--- src/verilog/txa_pkg.sv ---
// Purpose: shared constants for the transmit command A decoder
// Assumes: one clock domain, 32-bit internal words, byte register map
// Notes: field positions refer to the first transmit command word, LEN_HI to the second
package txa_pkg;
  // command A field positions
  localparam int IOC_BIT = 31;
  localparam int ALIGN_HI = 25;
  localparam int ALIGN_LO = 24;
  localparam int OFF_HI = 20;
  localparam int OFF_LO = 16;
  localparam int FIRST_SEG_BIT = 13;
  localparam int LS_BIT = 12;
  localparam int SIZE_HI = 10;
  // command B packet length field
  localparam int LEN_HI = 10;

  // end alignment codes
  localparam logic [1:0] ALIGN_4 = 2'h0;
  localparam logic [1:0] ALIGN_16 = 2'h1;
  localparam logic [1:0] ALIGN_32 = 2'h2;
  localparam logic [1:0] ALIGN_RSV = 2'h3;
  // alignment in words, minus one
  localparam logic [9:0] MASK_4 = 10'h000;
  localparam logic [9:0] MASK_16 = 10'h003;
  localparam logic [9:0] MASK_32 = 10'h007;

  // register map, byte addresses
  localparam int ADDR_W = 8;
  localparam logic [7:0] REG_STATUS = 8'h00;
  localparam logic [7:0] REG_ENABLE = 8'h04;
  localparam logic [7:0] REG_CLEAR = 8'h08;
  localparam logic [7:0] REG_CMDA = 8'h0c;
  localparam logic [7:0] REG_TOTAL = 8'h10;

  // status, enable and clear layout
  localparam int ST_DONE = 0;
  localparam int ST_ERR = 1;
  localparam int ST_W = 2;

  typedef enum logic [1:0] {
    TXA_CMDA,
    TXA_CMDB,
    TXA_DATA
  } txa_state_t;
endpackage : txa_pkg

--- src/verilog/txa_decoder.sv ---
// Purpose: decodes transmit command A and trims each buffer's data
// Assumes: host write port and register port share clk_in
// Notes: data leaves as whole words with a byte-valid mask
//
// Overview of operation
// completion request bit sets buffer done once whole buffer is loaded
// buffer done flag reaches the interrupt output when software enables it
// alignment code selects 4, 16 or 32 byte end alignment; 11 reserved
// host pads each buffer with words up to the selected alignment
// padding words are dropped and never reach the frame
// start offset 0 to 31 bytes; byte at offset is first data byte
// host writes zero into all reserved command fields
// bit 13 marks first segment, bit 12 last segment of a packet
// byte counts summed over a packet; mismatch with length sets error
// low offset bits choose first byte lane; upper bits skip words
// start offset is taken from bits 20:16 of command A
`timescale 1ns/1ps
module txa_decoder
  import txa_pkg::*;
(
  input wire logic clk_in,
  input wire logic nrst_in,
  input wire logic half_wr_in,
  input wire logic [15:0] half_in,
  input wire logic [ADDR_W-1:0] reg_addr_in,
  input wire logic [31:0] reg_wdata_in,
  input wire logic reg_wr_in,
  input wire logic reg_rd_in,
  output logic [31:0] reg_rdata_out,
  output logic data_valid_out,
  output logic [31:0] data_out,
  output logic [3:0] data_be_out,
  output logic data_first_out,
  output logic data_last_out,
  output logic irq_out
);
  logic word_valid;
  logic [31:0] word;
  txa_state_t state;
  logic [31:0] cmd_a;
  logic [31:0] cmd_b;
  logic [31:0] ref_b;
  logic [9:0] widx;
  logic [11:0] total;
  logic in_pkt;
  logic sop_pend;
  logic [ST_W-1:0] status;
  logic [ST_W-1:0] enable;
  logic [ST_W-1:0] next_set;
  logic [ST_W-1:0] clr;

  txa_half_pair u_pair (
    .clk_in(clk_in),
    .nrst_in(nrst_in),
    .half_wr_in(half_wr_in),
    .half_in(half_in),
    .word_valid_out(word_valid),
    .word_out(word)
  );

  // decoded fields of the current command A
  logic [4:0] off;
  logic [10:0] size;
  logic [1:0] align;
  logic [11:0] span;
  logic [9:0] data_words;
  logic [9:0] amask;
  logic [9:0] pad_words;
  logic [11:0] next_total;
  logic [3:0] lane_ok;

  assign off = cmd_a[OFF_HI:OFF_LO];
  assign size = cmd_a[SIZE_HI:0];
  assign align = cmd_a[ALIGN_HI:ALIGN_LO];
  assign span = {7'h00, off} + {1'b0, size};
  assign data_words = 10'((span + 12'h003) >> 2);

  always_comb
  begin
    case (align)
      ALIGN_16: amask = MASK_16;
      ALIGN_32: amask = MASK_32;
      default: amask = MASK_4; // reserved code falls back to 4-byte
    endcase
  end

  assign pad_words = (data_words + amask) & ~amask;
  assign next_total = cmd_a[FIRST_SEG_BIT] ? {1'b0, size} :
                      total + {1'b0, size};

  // byte lane is live when its buffer index lies in [off, off+size)
  genvar g;
  generate
    for (g = 0; g < 4; g++)
    begin : g_lane
      logic [11:0] bidx;
      assign bidx = {widx, 2'(g)};
      assign lane_ok[g] = (bidx >= {7'h00, off}) &&
                          (bidx < span);
    end
  endgenerate

  logic take_a;
  logic take_b;
  logic take_d;
  logic end_buf;
  logic in_data;
  assign take_a = word_valid && (state == TXA_CMDA);
  assign take_b = word_valid && (state == TXA_CMDB);
  assign take_d = word_valid && (state == TXA_DATA);
  assign in_data = widx < data_words;
  // an empty padded buffer ends right at command B
  assign end_buf = (take_d && (widx == pad_words - 10'h001)) ||
                   (take_b && (pad_words == 10'h000));

  always_ff @(posedge clk_in or negedge nrst_in)
  begin
    if (!nrst_in)
    begin
      state <= TXA_CMDA;
      cmd_a <= 32'h0000_0000;
      cmd_b <= 32'h0000_0000;
      widx <= 10'h000;
    end
    else
    begin
      if (take_a)
      begin
        cmd_a <= word;
        state <= TXA_CMDB;
      end
      if (take_b)
      begin
        cmd_b <= word;
        widx <= 10'h000;
        state <= (pad_words == 10'h000) ? TXA_CMDA : TXA_DATA;
      end
      if (take_d)
      begin
        widx <= widx + 10'h001;
        if (end_buf)
          state <= TXA_CMDA;
      end
    end
  end

  // packet accounting across segments
  always_ff @(posedge clk_in or negedge nrst_in)
  begin
    if (!nrst_in)
    begin
      total <= 12'h000;
      ref_b <= 32'h0000_0000;
      in_pkt <= 1'b0;
      sop_pend <= 1'b0;
    end
    else
    begin
      if (take_b)
      begin
        total <= next_total;
        if (cmd_a[FIRST_SEG_BIT])
          ref_b <= word;
        in_pkt <= !cmd_a[LS_BIT];
      end
      if (take_b && cmd_a[FIRST_SEG_BIT])
        sop_pend <= 1'b1;
      else if (take_d && (lane_ok != 4'h0))
        sop_pend <= 1'b0;
    end
  end

  // events: done at buffer end if requested, error on packet inconsistency or reserved alignment
  always_comb
  begin
    next_set = '0;
    next_set[ST_DONE] = end_buf && cmd_a[IOC_BIT];
    next_set[ST_ERR] = take_b && (
      (cmd_a[LS_BIT] && (next_total != {1'b0, word[LEN_HI:0]})) ||
      (!cmd_a[FIRST_SEG_BIT] && (word != ref_b)) ||
      (cmd_a[FIRST_SEG_BIT] == in_pkt) ||
      (align == ALIGN_RSV));
  end

  // padding and pre-offset words leave no output
  always_ff @(posedge clk_in or negedge nrst_in)
  begin
    if (!nrst_in)
    begin
      data_valid_out <= 1'b0;
      data_out <= 32'h0000_0000;
      data_be_out <= 4'h0;
      data_first_out <= 1'b0;
      data_last_out <= 1'b0;
    end
    else
    begin
      data_valid_out <= take_d && in_data && (lane_ok != 4'h0);
      data_out <= word;
      data_be_out <= lane_ok;
      data_first_out <= sop_pend;
      data_last_out <= cmd_a[LS_BIT] && (widx == data_words - 10'h001);
    end
  end

  // register port; set wins over a simultaneous clear
  assign clr = (reg_wr_in && (reg_addr_in == REG_CLEAR)) ?
               reg_wdata_in[ST_W-1:0] : '0;

  always_ff @(posedge clk_in or negedge nrst_in)
  begin
    if (!nrst_in)
    begin
      status <= '0;
      enable <= '0;
      irq_out <= 1'b0;
    end
    else
    begin
      status <= (status & ~clr) | next_set;
      if (reg_wr_in && (reg_addr_in == REG_ENABLE))
        enable <= reg_wdata_in[ST_W-1:0];
      irq_out <= |(status & enable);
    end
  end

  always_ff @(posedge clk_in or negedge nrst_in)
  begin
    if (!nrst_in)
      reg_rdata_out <= 32'h0000_0000;
    else if (reg_rd_in)
    begin
      case (reg_addr_in)
        REG_STATUS: reg_rdata_out <= {{(32-ST_W){1'b0}}, status};
        REG_ENABLE: reg_rdata_out <= {{(32-ST_W){1'b0}}, enable};
        REG_CMDA: reg_rdata_out <= cmd_a;
        REG_TOTAL: reg_rdata_out <= {20'h00000, total};
        default: reg_rdata_out <= 32'h0000_0000;
      endcase
    end
    else
      reg_rdata_out <= 32'h0000_0000;
  end
endmodule : txa_decoder

--- src/verilog/txa_half_pair.sv ---
// Purpose: pairs 16-bit host writes into 32-bit words
// Assumes: writer is logic on the same clock, low half written first
// Notes: the word is presented one cycle after its upper half
`timescale 1ns/1ps
module txa_half_pair
  import txa_pkg::*;
(
  input wire logic clk_in,
  input wire logic nrst_in,
  input wire logic half_wr_in,
  input wire logic [15:0] half_in,
  output logic word_valid_out,
  output logic [31:0] word_out
);
  logic upper;
  logic [15:0] low_half;

  always_ff @(posedge clk_in or negedge nrst_in)
  begin
    if (!nrst_in)
    begin
      upper <= 1'b0;
      low_half <= 16'h0000;
    end
    else if (half_wr_in)
    begin
      upper <= ~upper;
      if (!upper)
        low_half <= half_in;
    end
  end

  always_ff @(posedge clk_in or negedge nrst_in)
  begin
    if (!nrst_in)
    begin
      word_valid_out <= 1'b0;
      word_out <= 32'h0000_0000;
    end
    else
    begin
      word_valid_out <= half_wr_in && upper;
      if (half_wr_in && upper)
        word_out <= {half_in, low_half};
    end
  end
endmodule : txa_half_pair

--- config.mk ---
export PLATFORM = sky130hd
export DESIGN_NAME = txa_decoder
export DESIGN_NICKNAME = d
export VERILOG_FILES = /design/src/verilog/txa_pkg.sv /design/src/verilog/txa_decoder.sv /design/src/verilog/txa_half_pair.sv
export SDC_FILE = /design/constraint.sdc
export NUM_CORES = 1
export LEC_CHECK = 0
export ABC_AREA = 1
export ABC_CLOCK_PERIOD_IN_PS = 4100
export BUFFER_PORTS_ARGS = -buffer_cell sky130_fd_sc_hd__buf_2
export CORE_MARGIN = 1
export CORE_UTILIZATION = 45
export CTS_BUF_LIST = sky130_fd_sc_hd__clkbuf_2 sky130_fd_sc_hd__clkbuf_4 sky130_fd_sc_hd__clkbuf_8
export DETAILED_ROUTE_END_ITERATION = 8
export GPL_ROUTABILITY_DRIVEN = 0
export GPL_TIMING_DRIVEN = 0
export PLACE_DENSITY = 0.73
export SLEW_MARGIN = 20
export SYNTH_ARGS = -nofsm -noshare
export SYNTH_HDL_FRONTEND = slang
export SYNTH_SLANG_ARGS = --single-unit
--- constraint.sdc ---
create_clock -name clk_in -period 4.1 [get_ports clk_in]
set_clock_uncertainty 0.1 [all_clocks]
set_input_delay 0.615 -clock clk_in [delete_from_list [all_inputs] [get_ports clk_in]]
set_output_delay 0.615 -clock clk_in [all_outputs]
set_load 0.03 [all_outputs]
==> results of run 1 <==
-- sequential cells by signal, indices dropped and copies added, names as in the netlist, 2 cells and up --
name / flops
cmd_a: 32
data_be_out: 4
data_out: 32
enable: 2
ref_b: 32
reg_rdata_out: 32
state: 2
status: 2
total: 12
u_pair.low_half: 16
u_pair.word_out: 32
widx: 10
-- path summary, 6_finish.rpt --
path | to | cells past startpoint
worst max register to register | status[0] | 23
max in group asynchronous | ref_b[18] | 3
worst max-delay path | status[0] | 23
min in group asynchronous | total[11] | 2
worst min-delay path | u_pair.upper | 4
worst min register to register | data_first_out | 0
-- critical path, cell delays in order, from the launching register on --
cell,delay (ns)
dfrtp_2,0.42
ha_2,0.21
inv_2,0.06
fa_2,0.45
nand2_2,0.13
inv_4,0.07
nor2_8,0.12
nand3_4,0.09
nand2_4,0.09
fa_1,0.41
or2_4,0.27
ha_2,0.19
xor2_1,0.17
xor2_1,0.16
nand4_1,0.10
nor2_1,0.11
nand3_1,0.08
nor2_1,0.12
nand2_1,0.09
nor2_2,0.14
nand3_1,0.09
nand2_1,0.07
nand2_1,0.05
nand2_1,0.05
-- synthesized netlist by cell type, types with 4 or more instances --
master	n	area [µm²]
or2_2	5	31.3
ha_1	49	613
nand3_2	5	50.1
xnor2_1	15	131
nand2_4	6	67.6
inv_2	7	26.3
a211oi_1	8	60.1
nor2_1	89	334
xor2_1	27	236
inv_1	165	619
a2111oi_0	4	35.0
nand2_2	19	119
o21a_1	4	30.0
o22ai_1	5	31.3
a21oi_1	42	210
nor3_1	14	70.1
nand3_1	66	330
dfrtp_1	216	5410
o21ai_0	162	811
clkbuf_1	35	131
nand4_1	15	93.8
nor2_2	5	31.3
nand2_1	338	1270
-- final cells by class --
class	count	area [µm²]	area share, %
buffer	37	141	1.07
clock buffer	55	701	5.32
clock inverter	7	47.5	0.361
inverter	175	662	5.02
multi-input combinational	921	5130	38.9
sequential	216	5410	41.0
tap	324	405	3.08
timing repair buffer	118	683	5.18
-- power breakdown --
group | leakage [nW] | internal (mW) | switching [mW] | total, mW
combinational | 3.48 | 2.15 | 3.66 | 5.81
sequential | 2.80 | 2.70 | 0.503 | 3.20
clock | 0.404 | 1.10 | 0.889 | 1.99
-- logic make-up after synthesis --
logic type               Yosys count
AO/OA/AOI/OAI                    246
XOR/XNOR                          42
adder cells (fa/ha/maj)           52
buffers and inverters            212
flip-flops                       216
AND/OR/NAND/NOR                  581
-- stage by stage --
| step | total power, mW | std cells | setup slack [ns] | hold slack [ns] | area [µm²] |
|---|---|---|---|---|---|
| floorplan | 7.16 | 1349 | 0.304 | 0.219 | 11200 |
| global placement | 8.25 | 1775 | -1.30 | 0.258 | 12100 |
| detailed placement | 8.43 | 1777 | -0.414 | 0.258 | 12200 |
| CTS | 10.5 | 1842 | 0.00456 | 0.208 | 13000 |
| global route | 11.9 | 1853 | -0.0316 | 0.245 | 13200 |
| finish | 11.0 | 1853 | 0.202 | 0.243 | 13200 |
-- metal layers --
metal	track usage (%)	wire (µm)	part of all wire, %
met1	31.2	13000	45
met2	36.6	13200	46
met3	4.36	1730	6.0
met4	7.12	763	2.7
met5	0	0	0
-- timing repair --
action	4_1_cts	5_1_grt
hold buffers	1	0
resized for setup	9	30
setup buffers	2	11
hold endpoints to repair	36	0
setup endpoints to repair	4	4
pin swaps	1	20
==> metrics.md, run 1 <==
| Metric | Value |
|---|---|
| Status | `complete, no violations` |
| Sink Count | `216` |
| HP Class | `in -> reg` |
| Final Max Tran Viols | `0` |
| Core ar. | `24400 µm²` |
| Share of cells above drive strength 1 | `~18%` |
| Grt ovf | `0` |
| Highest Clock Rate | `0.257 GHz` |
| Total vias in the final route | `9434` |
| Post-synthesis async set-or-reset flop share | `100%` |
| Most frequent cells in the layout | `333 x nand2_1, 214 x dfrtp_1, 161 x inv_1, 160 x o21ai_0, 102 x buf_2` |
| Vias in the first global route | `9033` |
| Hold Startpoint | `half_wr_in` |
| Post-synthesis mux area share | `0%` |
| DP HPWL | `21.2 mm` |
| Synth Area in Adders | `around 6.0%` |
| Die Wd | `160 µm` |
| Top FF cell, synth | `dfrtp_1` |
| First-pass GRT wire length | `between 40 and 50 mm` |
| Cell row count | `57` |
| DIE AREA | `between 20000 and 30000 µm²` |
| IO Pins | `133` |
| Setup CP Type | `reg -> reg` |
| EDFF count, synth | `0` |
| Clock Pin Slew Worst Setup and Hold Paths | `0.06 ns` |
| Ant. Diodes | `0` |
| Critical Path RT | `between 4 and 5 ns` |
| Compound-Gate Fraction of Synth Area | `about an eighth` |
| Synth Instances | `about 1.3k` |
| Layout overhead on the synthesized area | `17.7%` |
| Max-cap violations | `0` |
| Worst skew pair latency | `0.55 ns` |
| Final Net Count | `1618` |
| Total wire length | `28.7 mm` |
| GRT Resource Usage Total | `22.8%` |
| Final Cycle Share | `95.1%` |
| Routed vias/inst | `5.09` |
| Worst EP arrival | `4.28 ns` |
| I/O Buffers | `102` |
| Synthesized flop and latch total | `216` |
| Leakage power | `6.69 nW` |
| Post-layout min period | `3.90 ns` |
| Routed Antenna Nets | `0` |
| First-pass DRT Iterations | `5` |
| Root buffer cell | `clkbuf_8` |
| Syn_nets | `1462` |
| Initial antenna violation count | `0` |
| Peak VDD IR | `0.000470 V` |
| Critical Path Source | `cmd_a[0]` |
| Worst-Margin Slew | `approximately 0.95 ns` |
| Rel. slew slack | `36.5%` |
| Final setup TNS | `0 ns` |
| Initial Utilization | `45.9%` |
| Post-synthesis sequential area ratio | `around 48%` |
| Core Util, Final | `54.0%` |
| Reg-to-reg setup timing slack | `slightly above 0.2 ns` |
| Netlist Area Pre-Place | `approximately 11000 µm²` |
| Total CTS buffers | `36` |
| # DRC | `0` |
| DR iter-0 viols | `657` |
| CTS tree | `yes` |
| CP endpoint kind | `flop` |
| Post-synthesis simple-gate area fraction | `between 20% and 30%` |
| Final Hold Vio Count | `0` |
| PwrDens | `834 nW/µm²` |
| Filler cell count in the final layout | `2270` |
| H-tree levels | `2` |
| Largest family of logic cells by synthesized area | `simple AND/OR/NAND/NOR gates` |
| Drt wl/cell | `15.5 µm` |
| Synth Warn # | `0` |
| Syn Area/Cell | `between 8 and 9 µm²` |
| Distinct cells, synth | `54` |
| CP max FO | `4` |
| Finish-stage setup viols | `0` |
| Largest net degree at the start of global routing | `a little over 90` |
| Die Y | `160 µm` |
| CTS Buffer Depth | `3` |
| Most common cell after layout, fill and taps aside | `nand2_1` |
| Xor/xnor share of the synthesized area | `3.28%` |
| CP startpoint kind | `flop` |
| RR Startpoint | `cmd_a[0]` |
Power figures use the tool's default switching activity.
==> inputs of run 2 (changes only) <==
CORE_UTILIZATION = 38   (was 45)
PLACE_DENSITY = 0.64   (was 0.73)
==> run 2 against run 1 <==
  * Via count is 0.42% lower
  * Register-to-register slack better by 0.02 ns
  * Critical path depth stayed put
==> metrics.md, run 2 (same netlist as run 1, synthesis figures left out) <==
| Metric | Value |
|---|---|
| Status | `complete, no violations` |
| Worst EP arrival | `4.25 ns` |
| Metal3 WL | `1.71 mm` |
| GRT Resource Usage Total | `19.7%` |
| Worst-Margin Slew | `between 0.8 and 0.9 ns` |
| Multi-input logic area | `5180 µm²` |
| Wire length on met2 | `13.1 mm` |
| Sink Count | `216` |
| DR iter-0 viols | `about 760` |
| Initial antenna violation count | `0` |
| Power Total | `between 10 and 15 mW` |
| DIE AREA | `~30000 µm²` |
| Rel. slew slack | `41.3%` |
| Grt ovf | `0` |
| Root buffer cell | `clkbuf_8` |
| Worst hold margin | `0.251 ns` |
| CP max FO | `3` |
| Total vias in the final route | `9394` |
| CP endpoint kind | `flop` |
| Highest Clock Rate | `about 0.26 GHz` |
| Max-cap violations | `0` |
| First-pass DRT Iterations | `7` |
| Cell row count | `62` |
| Layout Cells excl Fill | `1911` |
| First-pass GRT wire length | `47.6 mm` |
| DP HPWL | `21.7 mm` |
| PwrDens | `831 nW/µm²` |
| Most frequent cells in the layout | `332 x nand2_1, 214 x dfrtp_1, 163 x inv_1, 161 x o21ai_0, 102 x buf_2` |
| CTS tree | `yes` |
| Filler cell count in the final layout | `2905` |
| Final setup TNS | `0 ns` |
| CTS Buffer Depth | `3` |
| Routed Antenna Nets | `0` |
| Post-route cell area | `13300 µm²` |
| Die Wd | `174 µm` |
| Total CTS buffers | `37` |
| Worst skew pair latency | `0.53 ns` |
| Die Y | `174 µm` |
| Layout overhead on the synthesized area | `18.6%` |
| CP startpoint kind | `flop` |
| Peak VDD IR | `0.000441 V` |
| Final Hold Vio Count | `0` |
| Final Net Count | `roughly 1.6k` |
| Vias in the first global route | `9174` |
| Initial Utilization | `38.8%` |
| Total wire length | `29.1 mm` |
| Highest metal used | `met4` |
| # DRC | `0` |
| IO Pins | `133` |
| Met1 wire length | `13.7 mm` |
| Routed vias/inst | `4.92` |
| Leakage power | `6.68 nW` |
| HP Class | `in -> reg` |
| Dpl cells | `1837` |
| Critical Path RT | `between 4 and 5 ns` |
| Final Cycle Share | `94.6%` |
| H-tree levels | `2` |
| Finish-stage setup viols | `0` |
| Final Max Tran Viols | `0` |
| Ant. Diodes | `0` |
| DP Area | `approximately 12000 µm²` |
| Setup CP Type | `reg -> reg` |
| Drt wl/cell | `15.2 µm` |
| Sequential cell area | `5410 µm²` |
| Most common cell after layout, fill and taps aside | `nand2_1` |
| I/O Buffers | `102` |
| Clock Pin Slew Worst Setup and Hold Paths | `0.06 ns` |
| Post-layout min period | `3.88 ns` |
| Core ar. | `28900 µm²` |
| Share of cells above drive strength 1 | `17.7%` |
| Largest net degree at the start of global routing | `103` |
-- run 2: critical path: stages (launching register included) --
cell,delay [ns]
dfrtp_2,0.43
ha_4,0.18
inv_2,0.05
fa_2,0.46
nand2_4,0.09
inv_4,0.06
nor2_8,0.14
nand3_4,0.10
nand2_4,0.08
fa_1,0.41
or2_4,0.27
ha_2,0.18
xor2_1,0.18
xor2_1,0.16
nand4_1,0.11
nor2_2,0.15
nand3_1,0.09
nor2_1,0.11
nand2_1,0.07
nor2_2,0.12
nand3_1,0.09
nand2_1,0.06
nand2_1,0.06
nand2_1,0.06
-- run 2: worst paths after layout --
check / cells past startpoint / start / endpoint / slack [ns]
max in group asynchronous: 3 / nrst_in / ref_b[4] / 2.75
min: 4 / half_wr_in / u_pair.upper / 0.25
min in group asynchronous: 2 / nrst_in / reg_rdata_out[7] / 0.41
max reg2reg: 23 / cmd_a[0] / status[0] / 0.22
max: 23 / cmd_a[0] / status[0] / 0.22
min reg2reg: 0 / sop_pend / data_first_out / 0.28
-- run 2: stage by stage --
stage / setup slack, ns / util, %
finish: 0.222 / 46.0
global route: -0.0449 / 46.0
CTS: 0.0130 / 45.4
detailed placement: -0.465 / 42.5
global placement: -1.40 / 42.2
floorplan: 0.304 / -
-- run 2: cell type report --
| type | instances | area share (%) |
|---|---|---|
| Sequential cell | 216 | 40.7 |
| Inverter | 175 | 4.98 |
| Timing Repair Buffer | 114 | 4.92 |
| Multi-Input combinational cell | 921 | 39.0 |
| Clock inverter | 7 | 0.358 |
| Clock buffer | 57 | 5.34 |
| Buffer | 37 | 1.06 |
| Tap cell | 384 | 3.62 |
-- run 2: power by group --
part / internal [mW] / total [mW] / switching (mW)
Combinational: 2.13 / 5.84 / 3.71
Clock: 1.11 / 1.99 / 0.880
Sequential: 2.70 / 3.20 / 0.500
Total: 5.94 / 11.0 / 5.09
-- run 2: metal layers --
layer	global-route usage, %	vias up
li1	-	4690
met1	27.5	4408
met2	31.1	253
met3	3.90	43
met4	5.30	0
met5	0	-
-- run 2: what timing repair did --
item	in CTS	in global routing
setup endpoints to repair	4	4
hold buffers	1	0
pin swaps	6	12
buffers inserted	6	3
hold endpoints to repair	18	0
resized for setup	11	34
